File: config.mk
export PLATFORM = sky130hd
export DESIGN_NAME = pt_timer
export DESIGN_NICKNAME = d
export VERILOG_FILES = /design/src/pt_pkg.sv /design/src/pt_timer.sv
export SDC_FILE = /design/constraint.sdc
export NUM_CORES = 1
export LEC_CHECK = 0
export ABC_AREA = 1
export BUFFER_PORTS_ARGS = -buffer_cell sky130_fd_sc_hd__buf_2
export CORE_MARGIN = 1.5
export CORE_UTILIZATION = 55
export CTS_BUF_LIST = sky130_fd_sc_hd__clkbuf_2 sky130_fd_sc_hd__clkbuf_4 sky130_fd_sc_hd__clkbuf_8
export DETAILED_ROUTE_END_ITERATION = 7
export GPL_ROUTABILITY_DRIVEN = 0
export PLACE_DENSITY = 0.78
export SYNTH_ARGS = -nofsm -noshare
export SYNTH_HDL_FRONTEND = slang
export SYNTH_SLANG_ARGS = --single-unit
File: constraint.sdc
create_clock -name aclk -period 1.85 [get_ports aclk]
set_input_delay 0.2775 -clock aclk [delete_from_list [all_inputs] [get_ports aclk]]
set_output_delay 0.2775 -clock aclk [all_outputs]
set_load 0.1 [all_outputs]
File: src/pt_pkg.sv
// Purpose: Constants and types for the 16-bit periodic timer
// Assumes: AXI4-Lite slave, 32-bit data, 12-bit byte address
// Notes: Register index times four gives the byte address
// Functional notes
// [RULE_01] Timer mode counts every clock cycle and returns to zero after matching the period.
// [RULE_02] Idle stops counting only when idle stop select is one; counting resumes after idle.
// [RULE_03] Synchronous counter mode resynchronises the pin clock and counts its rising edges.
// [RULE_04] Asynchronous counter mode counts pin rising edges without the synchroniser.
// [RULE_05] Gate accumulate enable counts clock cycles only while the gate pin is high.
// [RULE_06] Software enables gating together with timer on and the internal clock source.
// [RULE_07] The selected input is divided by 1, 8, 64 or 256 by the prescale select field.
// [RULE_08] The prescaler clears on a count write, on clearing timer on, and on reset. The code clears it on a count write only while timer on is one.
// [RULE_09] While timer on is zero the prescaler holds its value.
// [RULE_10] A control write never touches the count; only a count write changes it.
// [RULE_11] In sleep the timer counts only when on, external clock and no sync are chosen.
// [RULE_12] A period match requests an interrupt when the match interrupt enable is set.
// [RULE_13] Interrupt sources are the period match and, when gated, the gate falling edge.
// [RULE_14] The match flag stays set after a match until software clears it.
// [RULE_15] In gated mode a falling gate edge also sets the match flag.
// [RULE_16] Prescale codes 00, 01, 10, 11 mean divide by 1, 8, 64, 256.
// [RULE_17] Clock source one picks the pin; sync select one routes it via the synchroniser.
`default_nettype none
package pt_pkg;
    // ==========================================================
    // Register map
    localparam int PT_AW = 12;
    localparam logic [9:0] PT_IDX_COUNT = 10'h100;
    localparam logic [9:0] PT_IDX_PERIOD = 10'h102;
    localparam logic [9:0] PT_IDX_CTRL = 10'h104;
    localparam logic [9:0] PT_IDX_FLAG = 10'h106;
    localparam logic [15:0] PT_RST_COUNT = 16'h0000;
    localparam logic [15:0] PT_RST_PERIOD = 16'hffff;
    localparam logic [15:0] PT_RST_CTRL = 16'h0000;
    localparam logic [15:0] PT_CTRL_MASK = 16'ha076;
    // Flag register fields and AXI response codes
    localparam int PT_FLAG_BIT = 0;
    localparam int PT_IRQEN_BIT = 1;
    localparam logic [1:0] PT_RESP_OKAY = 2'b00;
    localparam logic [1:0] PT_RESP_SLVERR = 2'b10;
    // ==========================================================
    // Prescaler terminal counts
    localparam logic [7:0] PT_TERM_DIV1 = 8'h00;
    localparam logic [7:0] PT_TERM_DIV8 = 8'h07;
    localparam logic [7:0] PT_TERM_DIV64 = 8'h3f;
    localparam logic [7:0] PT_TERM_DIV256 = 8'hff;
    // ==========================================================
    // Types
    typedef struct packed {
        logic timer_on;
        logic rsv14;
        logic idle_stop_select;
        logic [5:0] rsv12_7;
        logic gate_accumulate_enable;
        logic [1:0] prescale_select;
        logic rsv3;
        logic external_sync_select;
        logic clock_source_select;
        logic rsv0;
    } pt_ctrl_s;
    typedef enum logic [1:0] {
        PT_MODE_TIMER = 2'b00,
        PT_MODE_GATED = 2'b01,
        PT_MODE_SYNC = 2'b11,
        PT_MODE_ASYNC = 2'b10
    } pt_mode_e;
endpackage
`default_nettype wire

File: src/pt_timer.sv
// Purpose: 16-bit periodic timer/counter with prescaler, gate and AXI4-Lite registers
// Assumes: Pin input synchronous to aclk; one clock cycle is one instruction cycle
// Notes: Asynchronous counter mode still samples the pin once on aclk
//
// Our own choices: the placing of the registers and the AXI4-Lite slave port.
`timescale 1ns/1ns
`default_nettype none
module pt_timer (
    input wire logic aclk,
    input wire logic aresetn,
    input wire logic [pt_pkg::PT_AW-1:0] s_axi_awaddr,
    input wire logic [2:0] s_axi_awprot,
    input wire logic s_axi_awvalid,
    output logic s_axi_awready,
    input wire logic [31:0] s_axi_wdata,
    input wire logic [3:0] s_axi_wstrb,
    input wire logic s_axi_wvalid,
    output logic s_axi_wready,
    output logic [1:0] s_axi_bresp,
    output logic s_axi_bvalid,
    input wire logic s_axi_bready,
    input wire logic [pt_pkg::PT_AW-1:0] s_axi_araddr,
    input wire logic [2:0] s_axi_arprot,
    input wire logic s_axi_arvalid,
    output logic s_axi_arready,
    output logic [31:0] s_axi_rdata,
    output logic [1:0] s_axi_rresp,
    output logic s_axi_rvalid,
    input wire logic s_axi_rready,
    input wire logic gate_clock_pin,
    input wire logic cpu_idle,
    input wire logic cpu_sleep,
    output logic match_irq
);
    import pt_pkg::*;

    // ==========================================================
    // Register state
    logic [15:0] count_value_q;
    logic [15:0] period_value_q;
    pt_ctrl_s timer_control_q;
    logic match_flag_q;
    logic match_irq_enable_q;
    logic [7:0] ps_cnt_q;

    // ==========================================================
    // AXI write channel state
    logic aw_held_q;
    logic w_held_q;
    logic [PT_AW-1:0] awaddr_q;
    logic [31:0] wdata_q;
    logic [3:0] wstrb_q;
    logic bvalid_q;
    logic [1:0] bresp_q;

    // Accept each half once; no new write until the response leaves
    assign s_axi_awready = !aw_held_q && !bvalid_q;
    assign s_axi_wready = !w_held_q && !bvalid_q;
    assign s_axi_bvalid = bvalid_q;
    assign s_axi_bresp = bresp_q;

    // Each half is held until its partner arrives, in either order
    wire aw_fire = s_axi_awvalid && s_axi_awready;
    wire w_fire = s_axi_wvalid && s_axi_wready;
    wire aw_have = aw_held_q || aw_fire;
    wire w_have = w_held_q || w_fire;
    wire wr_go = aw_have && w_have && !bvalid_q;
    wire [PT_AW-1:0] wr_addr = aw_held_q ? awaddr_q : s_axi_awaddr;
    wire [31:0] wr_data = w_held_q ? wdata_q : s_axi_wdata;
    wire [3:0] wr_strb = w_held_q ? wstrb_q : s_axi_wstrb;
    wire [9:0] wr_idx = wr_addr[PT_AW-1:2];

    // Write decode
    wire wr_count = wr_go && (wr_idx == PT_IDX_COUNT);
    wire wr_period = wr_go && (wr_idx == PT_IDX_PERIOD);
    wire wr_ctrl = wr_go && (wr_idx == PT_IDX_CTRL);
    wire wr_flag = wr_go && (wr_idx == PT_IDX_FLAG);
    wire wr_hit = wr_count || wr_period || wr_ctrl || wr_flag;
    wire [15:0] wr_bmask = {{8{wr_strb[1]}}, {8{wr_strb[0]}}};

    // Byte-lane merge helper
    function automatic logic [15:0] pt_merge(input logic [15:0] old_v,
                                             input logic [15:0] new_v,
                                             input logic [15:0] m);
        pt_merge = (old_v & ~m) | (new_v & m);
    endfunction

    always_ff @(posedge aclk) begin
        if (!aresetn) begin
            aw_held_q <= 1'b0;
            w_held_q <= 1'b0;
            awaddr_q <= '0;
            wdata_q <= 32'h0000_0000;
            wstrb_q <= 4'h0;
            bvalid_q <= 1'b0;
            bresp_q <= PT_RESP_OKAY;
        end else begin
            if (aw_fire) begin
                awaddr_q <= s_axi_awaddr;
            end
            if (w_fire) begin
                wdata_q <= s_axi_wdata;
                wstrb_q <= s_axi_wstrb;
            end
            aw_held_q <= wr_go ? 1'b0 : aw_have;
            w_held_q <= wr_go ? 1'b0 : w_have;
            if (wr_go) begin
                bvalid_q <= 1'b1;
                bresp_q <= wr_hit ? PT_RESP_OKAY : PT_RESP_SLVERR;
            end else if (s_axi_bready) begin
                bvalid_q <= 1'b0;
            end
        end
    end

    // ==========================================================
    // Input path: sync chain for sync and gated modes, single sample for async mode
    logic pin_meta_q;
    logic pin_sync_q;
    logic pin_sync_d1_q;
    logic pin_raw_q;
    logic pin_raw_d1_q;

    // pin_meta_q feeds only pin_sync_q
    always_ff @(posedge aclk) begin
        if (!aresetn) begin
            pin_meta_q <= 1'b0;
            pin_sync_q <= 1'b0;
            pin_sync_d1_q <= 1'b0;
            pin_raw_q <= 1'b0;
            pin_raw_d1_q <= 1'b0;
        end else begin
            pin_meta_q <= gate_clock_pin;
            pin_sync_q <= pin_meta_q;
            pin_sync_d1_q <= pin_sync_q;
            pin_raw_q <= gate_clock_pin;
            pin_raw_d1_q <= pin_raw_q;
        end
    end

    // ==========================================================
    // Mode and run decode
    pt_mode_e mode;
    assign mode = !timer_control_q.clock_source_select ?
                  (timer_control_q.gate_accumulate_enable ? PT_MODE_GATED : PT_MODE_TIMER) :
                  (timer_control_q.external_sync_select ? PT_MODE_SYNC : PT_MODE_ASYNC); // [RULE_17]

    // Halt qualifiers; only the unsynchronised pin clock survives sleep
    wire sleep_ok = timer_control_q.clock_source_select
                    && !timer_control_q.external_sync_select; // [RULE_11]
    wire idle_halt = cpu_idle && timer_control_q.idle_stop_select; // [RULE_02]
    wire sleep_halt = cpu_sleep && !sleep_ok; // [RULE_11]
    wire run = timer_control_q.timer_on && !idle_halt && !sleep_halt;

    // Detectors reset low, the idle pin level, so no false edge follows reset
    wire sync_rise = pin_sync_q && !pin_sync_d1_q; // [RULE_03]
    wire raw_rise = pin_raw_q && !pin_raw_d1_q; // [RULE_04]
    wire gate_fall = !pin_sync_q && pin_sync_d1_q;

    // Raw input event before prescaling
    logic in_evt;
    always_comb begin
        in_evt = 1'b0;
        unique case (mode)
            PT_MODE_TIMER: in_evt = 1'b1; // [RULE_01]
            PT_MODE_GATED: in_evt = pin_sync_q; // [RULE_05]
            PT_MODE_SYNC: in_evt = sync_rise; // [RULE_03]
            PT_MODE_ASYNC: in_evt = raw_rise; // [RULE_04]
        endcase
    end

    // ==========================================================
    // Prescaler
    logic [7:0] ps_term;
    always_comb begin
        ps_term = PT_TERM_DIV1;
        unique case (timer_control_q.prescale_select) // [RULE_16]
            2'b00: ps_term = PT_TERM_DIV1;
            2'b01: ps_term = PT_TERM_DIV8;
            2'b10: ps_term = PT_TERM_DIV64;
            2'b11: ps_term = PT_TERM_DIV256;
        endcase
    end

    // Tick is a one-cycle enable; the count never sees a slower clock
    wire ps_evt = run && in_evt;
    wire tick = ps_evt && (ps_cnt_q >= ps_term); // [RULE_07]
    wire ctrl_on_next = wr_bmask[15] ? wr_data[15] : timer_control_q.timer_on;
    wire turn_off = wr_ctrl && timer_control_q.timer_on && !ctrl_on_next;
    // Halted prescaler clock: clears only land while the timer is on
    wire ps_clear = timer_control_q.timer_on && (wr_count || turn_off); // [RULE_08] [RULE_09]

    always_ff @(posedge aclk) begin
        if (!aresetn) begin
            ps_cnt_q <= 8'h00; // [RULE_08]
        end else if (ps_clear) begin
            ps_cnt_q <= 8'h00; // [RULE_08]
        end else if (tick) begin
            ps_cnt_q <= 8'h00;
        end else if (ps_evt) begin
            ps_cnt_q <= ps_cnt_q + 8'h01;
        end
    end

    // ==========================================================
    // Count, period and control
    wire at_period = (count_value_q == period_value_q);
    wire match_evt = tick && at_period; // [RULE_13]
    wire gate_evt = timer_control_q.timer_on && (mode == PT_MODE_GATED) && gate_fall; // [RULE_15]
    wire [15:0] count_inc = at_period ? 16'h0000 : count_value_q + 16'h0001; // [RULE_01]

    // Software write beats a same-cycle increment
    always_ff @(posedge aclk) begin
        if (!aresetn) begin
            count_value_q <= PT_RST_COUNT;
        end else if (wr_count) begin
            count_value_q <= pt_merge(count_value_q, wr_data[15:0], wr_bmask); // [RULE_10]
        end else if (tick) begin
            count_value_q <= count_inc; // [RULE_01] [RULE_11]
        end
    end

    // Period and control change only through a bus write
    always_ff @(posedge aclk) begin
        if (!aresetn) begin
            period_value_q <= PT_RST_PERIOD;
            timer_control_q <= pt_ctrl_s'(PT_RST_CTRL);
            match_irq_enable_q <= 1'b0;
        end else begin
            if (wr_period) begin
                period_value_q <= pt_merge(period_value_q, wr_data[15:0], wr_bmask);
            end
            if (wr_ctrl) begin
                timer_control_q <= pt_ctrl_s'(pt_merge(16'(timer_control_q),
                                   wr_data[15:0] & PT_CTRL_MASK, wr_bmask)); // [RULE_10]
            end
            if (wr_flag && wr_strb[0]) begin
                match_irq_enable_q <= wr_data[PT_IRQEN_BIT];
            end
        end
    end

    // Sticky flag; hardware set wins over a write-one-to-clear
    wire flag_clr = wr_flag && wr_strb[0] && wr_data[PT_FLAG_BIT];
    wire flag_set = match_evt || gate_evt; // [RULE_13] [RULE_15]
    wire match_flag_d = flag_set ? 1'b1 : (flag_clr ? 1'b0 : match_flag_q); // [RULE_14]
    wire irq_enable_d = (wr_flag && wr_strb[0]) ? wr_data[PT_IRQEN_BIT] : match_irq_enable_q;
    logic match_irq_q;

    // Request built from next values, so it tracks the flag in the same cycle
    always_ff @(posedge aclk) begin
        if (!aresetn) begin
            match_flag_q <= 1'b0;
            match_irq_q <= 1'b0;
        end else begin
            match_flag_q <= match_flag_d; // [RULE_14] [RULE_15]
            match_irq_q <= match_flag_d && irq_enable_d; // [RULE_12]
        end
    end

    // Flop-driven request; no decode glitch reaches the interrupt input
    assign match_irq = match_irq_q; // [RULE_12]

    // ==========================================================
    // AXI read channel
    logic rvalid_q;
    logic [31:0] rdata_q;
    logic [1:0] rresp_q;

    assign s_axi_arready = !rvalid_q;
    assign s_axi_rvalid = rvalid_q;
    assign s_axi_rdata = rdata_q;
    assign s_axi_rresp = rresp_q;

    wire ar_fire = s_axi_arvalid && s_axi_arready;
    // Read decode; unmapped words answer with an error and zero data
    wire [9:0] rd_idx = s_axi_araddr[PT_AW-1:2];
    wire rd_count = (rd_idx == PT_IDX_COUNT);
    wire rd_period = (rd_idx == PT_IDX_PERIOD);
    wire rd_ctrl = (rd_idx == PT_IDX_CTRL);
    wire rd_flag = (rd_idx == PT_IDX_FLAG);
    wire rd_hit = rd_count || rd_period || rd_ctrl || rd_flag;
    wire [15:0] rd_flagword = {14'h0000, match_irq_enable_q, match_flag_q};
    wire [15:0] rd_word = rd_count ? count_value_q :
                          rd_period ? period_value_q :
                          rd_ctrl ? 16'(timer_control_q) :
                          rd_flag ? rd_flagword : 16'h0000;

    // One-cycle read latency, data held until taken
    always_ff @(posedge aclk) begin
        if (!aresetn) begin
            rvalid_q <= 1'b0;
            rdata_q <= 32'h0000_0000;
            rresp_q <= PT_RESP_OKAY;
        end else if (ar_fire) begin
            rvalid_q <= 1'b1;
            rdata_q <= {16'h0000, rd_word};
            rresp_q <= rd_hit ? PT_RESP_OKAY : PT_RESP_SLVERR;
        end else if (s_axi_rready) begin
            rvalid_q <= 1'b0;
        end
    end

    // Protection bits are accepted and ignored
    wire unused_ok = ^{s_axi_awprot, s_axi_arprot, wr_data[31:16], wr_strb[3:2]};
endmodule
`default_nettype wire

Word-level counts from Yosys, hierarchy flattened:

Index checks and enable logic that the tools add are counted.

* add/subtract/negate cells: 2
* order comparisons: 1
* equal/unequal tests: 15
* multiplexer cells: 25
* bitwise logic cells: 10
* reduce and logical (&&, ||, !) cells: 58

Operators by type and width (number)
* $mux 16: 7
* $and 16x16->16: 5
* $eq 10x9->1 const B: 8
* $or 16x16->16: 3
* $pmux 8 s4: 1
* $logic_and 1x1->1: 30
* $add 16x1->16 const B: 1
* $eq 16x16->1: 1
* $not 16->16: 1
* $mux 12: 1
* $logic_not 1->1: 11
* $logic_or 1x1->1: 10
* $mux 1: 10
* $mux 2: 5
* $add 8x1->8 const B: 1
* $eq 2x2->1 const B: 4
* $ge 8x8->1: 1
* $reduce_bool 2->1: 3
* $eq 2x1->1 const B: 2
* $logic_not 2->1: 2
* $pmux 1 s4: 1
* $reduce_or 3->1: 1
* $reduce_or 2->1: 1
* $not 1->1: 1

* bits in registers: 116
* logic and storage cells: 140

Logic depth before layout (Yosys ltp):

* depth in word-level cells: 12
* mapped depth: 15
* depth with buffers taken out: 15

Worst setup path after synthesis:

Ideal clock, no wire load.

* kind: register to register
* start: reg bvalid_q (netlist: s_axi_bvalid)
* end: reg awaddr_q[6]
* arrival: 2.896 ns
* required time: 1.734 ns
* path slack: -1.162 ns
* stages on the path, launching flop included: 6
* cells stage by stage: dfxtp_1 nor2_1 nand2_1 clkbuf_1 o21ai_0 nor2_1

* word-level cells in the longest chain between the ends: 3

Ends and longest elaborated chain
* start, declared: RTL line pt_timer.sv:53 `logic bvalid_q;`
* start signal, assigned: RTL line pt_timer.sv:95 `bvalid_q <= 1'b0;`
* start signal, assigned: RTL line pt_timer.sv:108 `bvalid_q <= 1'b1;`
* start signal, assigned: RTL line pt_timer.sv:111 `bvalid_q <= 1'b0;`
* $logic_not 1->1: RTL line pt_timer.sv:57 `assign s_axi_awready = !aw_held_q && !bvalid_q;`
* $logic_and 1x1->1: RTL line pt_timer.sv:57
* named net s_axi_awready: RTL line pt_timer.sv:14 `output logic s_axi_awready,`
* $logic_and 1x1->1: RTL line pt_timer.sv:63 `wire aw_fire = s_axi_awvalid && s_axi_awready;`
* end signal, assigned: RTL line pt_timer.sv:99 `awaddr_q <= s_axi_awaddr;`
* end, declared: RTL line pt_timer.sv:50 `logic [PT_AW-1:0] awaddr_q;`

The timed path passes the listed nets, and every way through them passes these cells.
A chain may end at the register's enable or synchronous reset.

==> run_results.csv <==
group,metric,value,unit
clock_tree,insertion_delay,0.39,ns
critical_path,crit_buf_inv,3,
synthesis,ys_top_cells_by_count,"228 x nand2_1, 160 x nor2_1, 118 x inv_1",
global_routing,grt_pass1_vias,5631,
run,maxCapViolCount,0,
power_and_ir_drop,switching_share,0.3524,
synthesis,yosysUniqueCellTypes,40,
synthesis,ys_ff_latch,112,
route,num_vias,6528,
die,die_h,111.0,µm
clock_tree,cts_hold_buf,0,
sta,slew_viol_final,0,
status,status,"finished with violations",
min_path,hold_depth,3,
clock_tree,cts_buffer_depth,2,
power_and_ir_drop,intPower,0.003444,W
power_and_ir_drop,power_frac_comb,0.220,
final_layout,diodes,0,
sta,finalWorstSetupSlack,-0.001413,ns
power_and_ir_drop,pwr-share-clk,0.297,
min_path,hold_end,"pin_raw_q$_SDFF_PN0_",
clock_tree,htree_levels,3,
final_layout,final_cell_area,7555,µm²
synthesis,synth_area_leaders,"dfxtp_1 35%, nand2_1 13%, nor2_1 9.4%",
synthesis,syn_inst,993,
clock_tree,clock-sinks,112,
critical_path,cp.required,2.15,ns
critical_path,r2r_cells,11,
route,vias_per_cell,5.282,
power_and_ir_drop,p_per_area,704.0,nW/µm²
critical_path,cp.arrival,2.15,ns
critical_path,critPathMaxFanout,5,
place,dpl_cell_area,7072,µm²
route,drt_iter0_markers,613,
sta,setup_tns,-0.001413,ns
die,dieArea,12320,µm²
critical_path,slowest_delay,0.41,ns
route,wl,16.47,mm
min_path,hold_class,"input pin to flip-flop",
power_and_ir_drop,seqPwrFrac,0.483,
die,coreArea,11420,µm²
global_routing,grt.total_usage,0.2644,
sta,whs,0.08353,ns
clock_tree,cts_root_buffer,"clkbuf_8",
synthesis,post-synth-top-area-cell,"dfxtp_1",
critical_path,crit_family,"simple AND/OR/NAND/NOR gates",
critical_path,critical_path_class,"flip-flop to flip-flop",
synthesis,synth_most_common_cell,"nand2_1",
power_and_ir_drop,leakage,3.641,nW
synthesis,avgSynthCellArea,6.460,µm²
critical_path,r2r-end,"match_irq$_SDFF_PN0_",
final_layout,drive_above_1_share,0.2095,
min_path,hp-start,"gate_clock_pin",
place,io_buffer_count,71,
sta,fmax,0.5401,GHz
critical_path,cp_slowest_cell,"dfxtp_4",
final_layout,fin_nets,1174,
route,wl_per_cell,13.32,µm
clock_tree,cts_tree,"built",
synthesis,synth_top_area_share,0.3495,
status,violations,"negative setup slack",
route,ant_nets,0,
power_and_ir_drop,peakVddDrop,0.0005437,V
synthesis,netlist_area,6415,µm²
sta,min_period_over_period,1.001,
final_layout,fin_util,0.6616,
global_routing,antenna_found_initial,0,
critical_path,cp-start-kind,"flip-flop",
global_routing,grt_overflow,0,
critical_path,path_cells,"inv_4 > ha_4 > a21oi_2 > nor2_2 > nor3_2 > nand2_4 > buf_6 > nand4_1 > nand3_2 > nand2_2 > inv_2",
route,first_pass_iters,6,
final_layout,fill_cells,1025,
final_layout,synthToLayoutAreaGrowth,17.77,%
sta,hold_violations,0,
clock_tree,numCtsBuffers,9,
synthesis,yosysSeqAreaShare,0.3495,
critical_path,rrSetupSlack,-0.001,ns
synthesis,ys.flop_type,"dfxtp_1",
critical_path,cp-end-kind,"flip-flop",
die,die_x,111.0,µm
die,start_util,0.5618,
sta,skew,0.007960,ns
clock_tree,clk_pin_slew,0.11,ns
synthesis,synth_warnings,0,
place,hpwl,11.72,mm
power_and_ir_drop,p_switching,0.001874,W
synthesis,synth_edf_count,0,
sta,rsz0062_at_grt,"true",
route,drc,0,
global_routing,grt_max_degree,43,
global_routing,grt_pass1_wl,26.71,mm
die,rows,39,
place,pre_cts_slack,-0.06518,ns
sta,min_period,1.851,ns
die,top_level_ports,118,
synthesis,synth-async-reset-ratio,0,
sta,setup_viol,1,
[logic make-up after synthesis]
group,count (synthesis),synth area share
XOR/XNOR,16,0.02185
other,1,0.0005846
AO/OA/AOI/OAI,169,0.1437
buffers and inverters,180,0.1209
flip-flops,112,0.3495
AND/OR/NAND/NOR,505,0.3439
adder cells (fa/ha/maj),10,0.01950
[cell type report]
cell class / instances / area, µm² / area share
clock inverters: 6 / 73.82 / 0.009771
multi-input cells: 719 / 3682 / 0.4874
inverters: 128 / 486.7 / 0.06443
well taps: 143 / 178.9 / 0.02368
repair buffers: 118 / 740.7 / 0.09805
flip-flops and latches: 112 / 2261 / 0.2993
clock buffers: 10 / 131.4 / 0.01739
[power by group through the flow]
stage	Sequential (W)	Clock, W	Combinational, W
final	0.00257	0.00158	0.00117
after global placement	0.00262	0	0.00114
after global routing	0.00258	0.00171	0.00127
after CTS	0.00257	0.00159	0.00116
after detailed placement	0.00263	0	0.00115
after floorplan	0.00283	0	0.000753
[worst max-delay path by stage]
| stage | startpoint | to | slack [ns] | cells past startpoint |
|---|---|---|---|---|
| 2_1_floorplan | s_axi_rvalid$_SDFFE_PN0P_ | s_axi_rdata[1]$_SDFFE_PN0P_ | -0.008 | 8 |
| 3_3_place_gp | flip-flop | flip-flop | -0.01 | 14 |
| 3_5_place_dp | flip-flop | flip-flop | -0.07 | 11 |
| 4_1_cts | flip-flop | flip-flop | -0.02 | 11 |
| 5_1_grt | flip-flop | match_irq$_SDFF_PN0_ | -0.07 | 11 |
| 6_report | flip-flop | match_irq$_SDFF_PN0_ | -0.001 | 11 |
[metal layers]
metal / track usage / vias to the layer above / part of all wire
li1: - / 3310 / -
met2: 0.3963 / 311 / 0.42
met5: 0 / - / 0
met1: 0.3842 / 2870 / 0.46
met3: 0.05358 / 37 / 0.095
met4: 0.07778 / 0 / 0.024
[per-stage QoR]
step                      cells  total power, W
after floorplan            1010        0.003579
after global placement     1214        0.003768
after detailed placement   1214        0.003780
after CTS                  1231        0.005321
after global routing       1236        0.005566
final                      1236        0.005319
[what timing repair did]
item / CTS / global route
endpoints found under the setup margin: 24 / 44
buffers inserted: 0 / 5
resized for setup: 4 / 54
endpoints found under the hold margin: 0 / 0
pin swaps: 1 / 20
cloned: 1 / 0
[placed cells by master, fill, tap and decap left out, types with 4 or more instances in the layout]
master / instances
nand2_1: 219
nor2_1: 145
inv_1: 111
dfxtp_1: 103
o21ai_0: 84
buf_2: 71
nand3_1: 58
a21oi_1: 51
buf_4: 43
conb_1: 18
nand2_2: 16
inv_2: 14
nor3_1: 14
xor2_1: 14
nor2_2: 12
nor2_4: 11
o22ai_1: 10
clkbuf_8: 9
nand2_4: 8
a211oi_1: 8
nand4_1: 7
ha_1: 6
dfxtp_2: 6
o21ai_1: 4
ha_4: 4
inv_6: 4
[worst register-to-register path: cells and delay by family, from the launching register on]
family | cells | cell delay, ns
and+or+nand+nor | 6 | 0.78
AOI/OAI and AO/OA | 1 | 0.13
buffers and inverters | 3 | 0.23
DFF | 1 | 0.41
adders and majority gates | 1 | 0.21
Power figures use the tool's default switching activity.
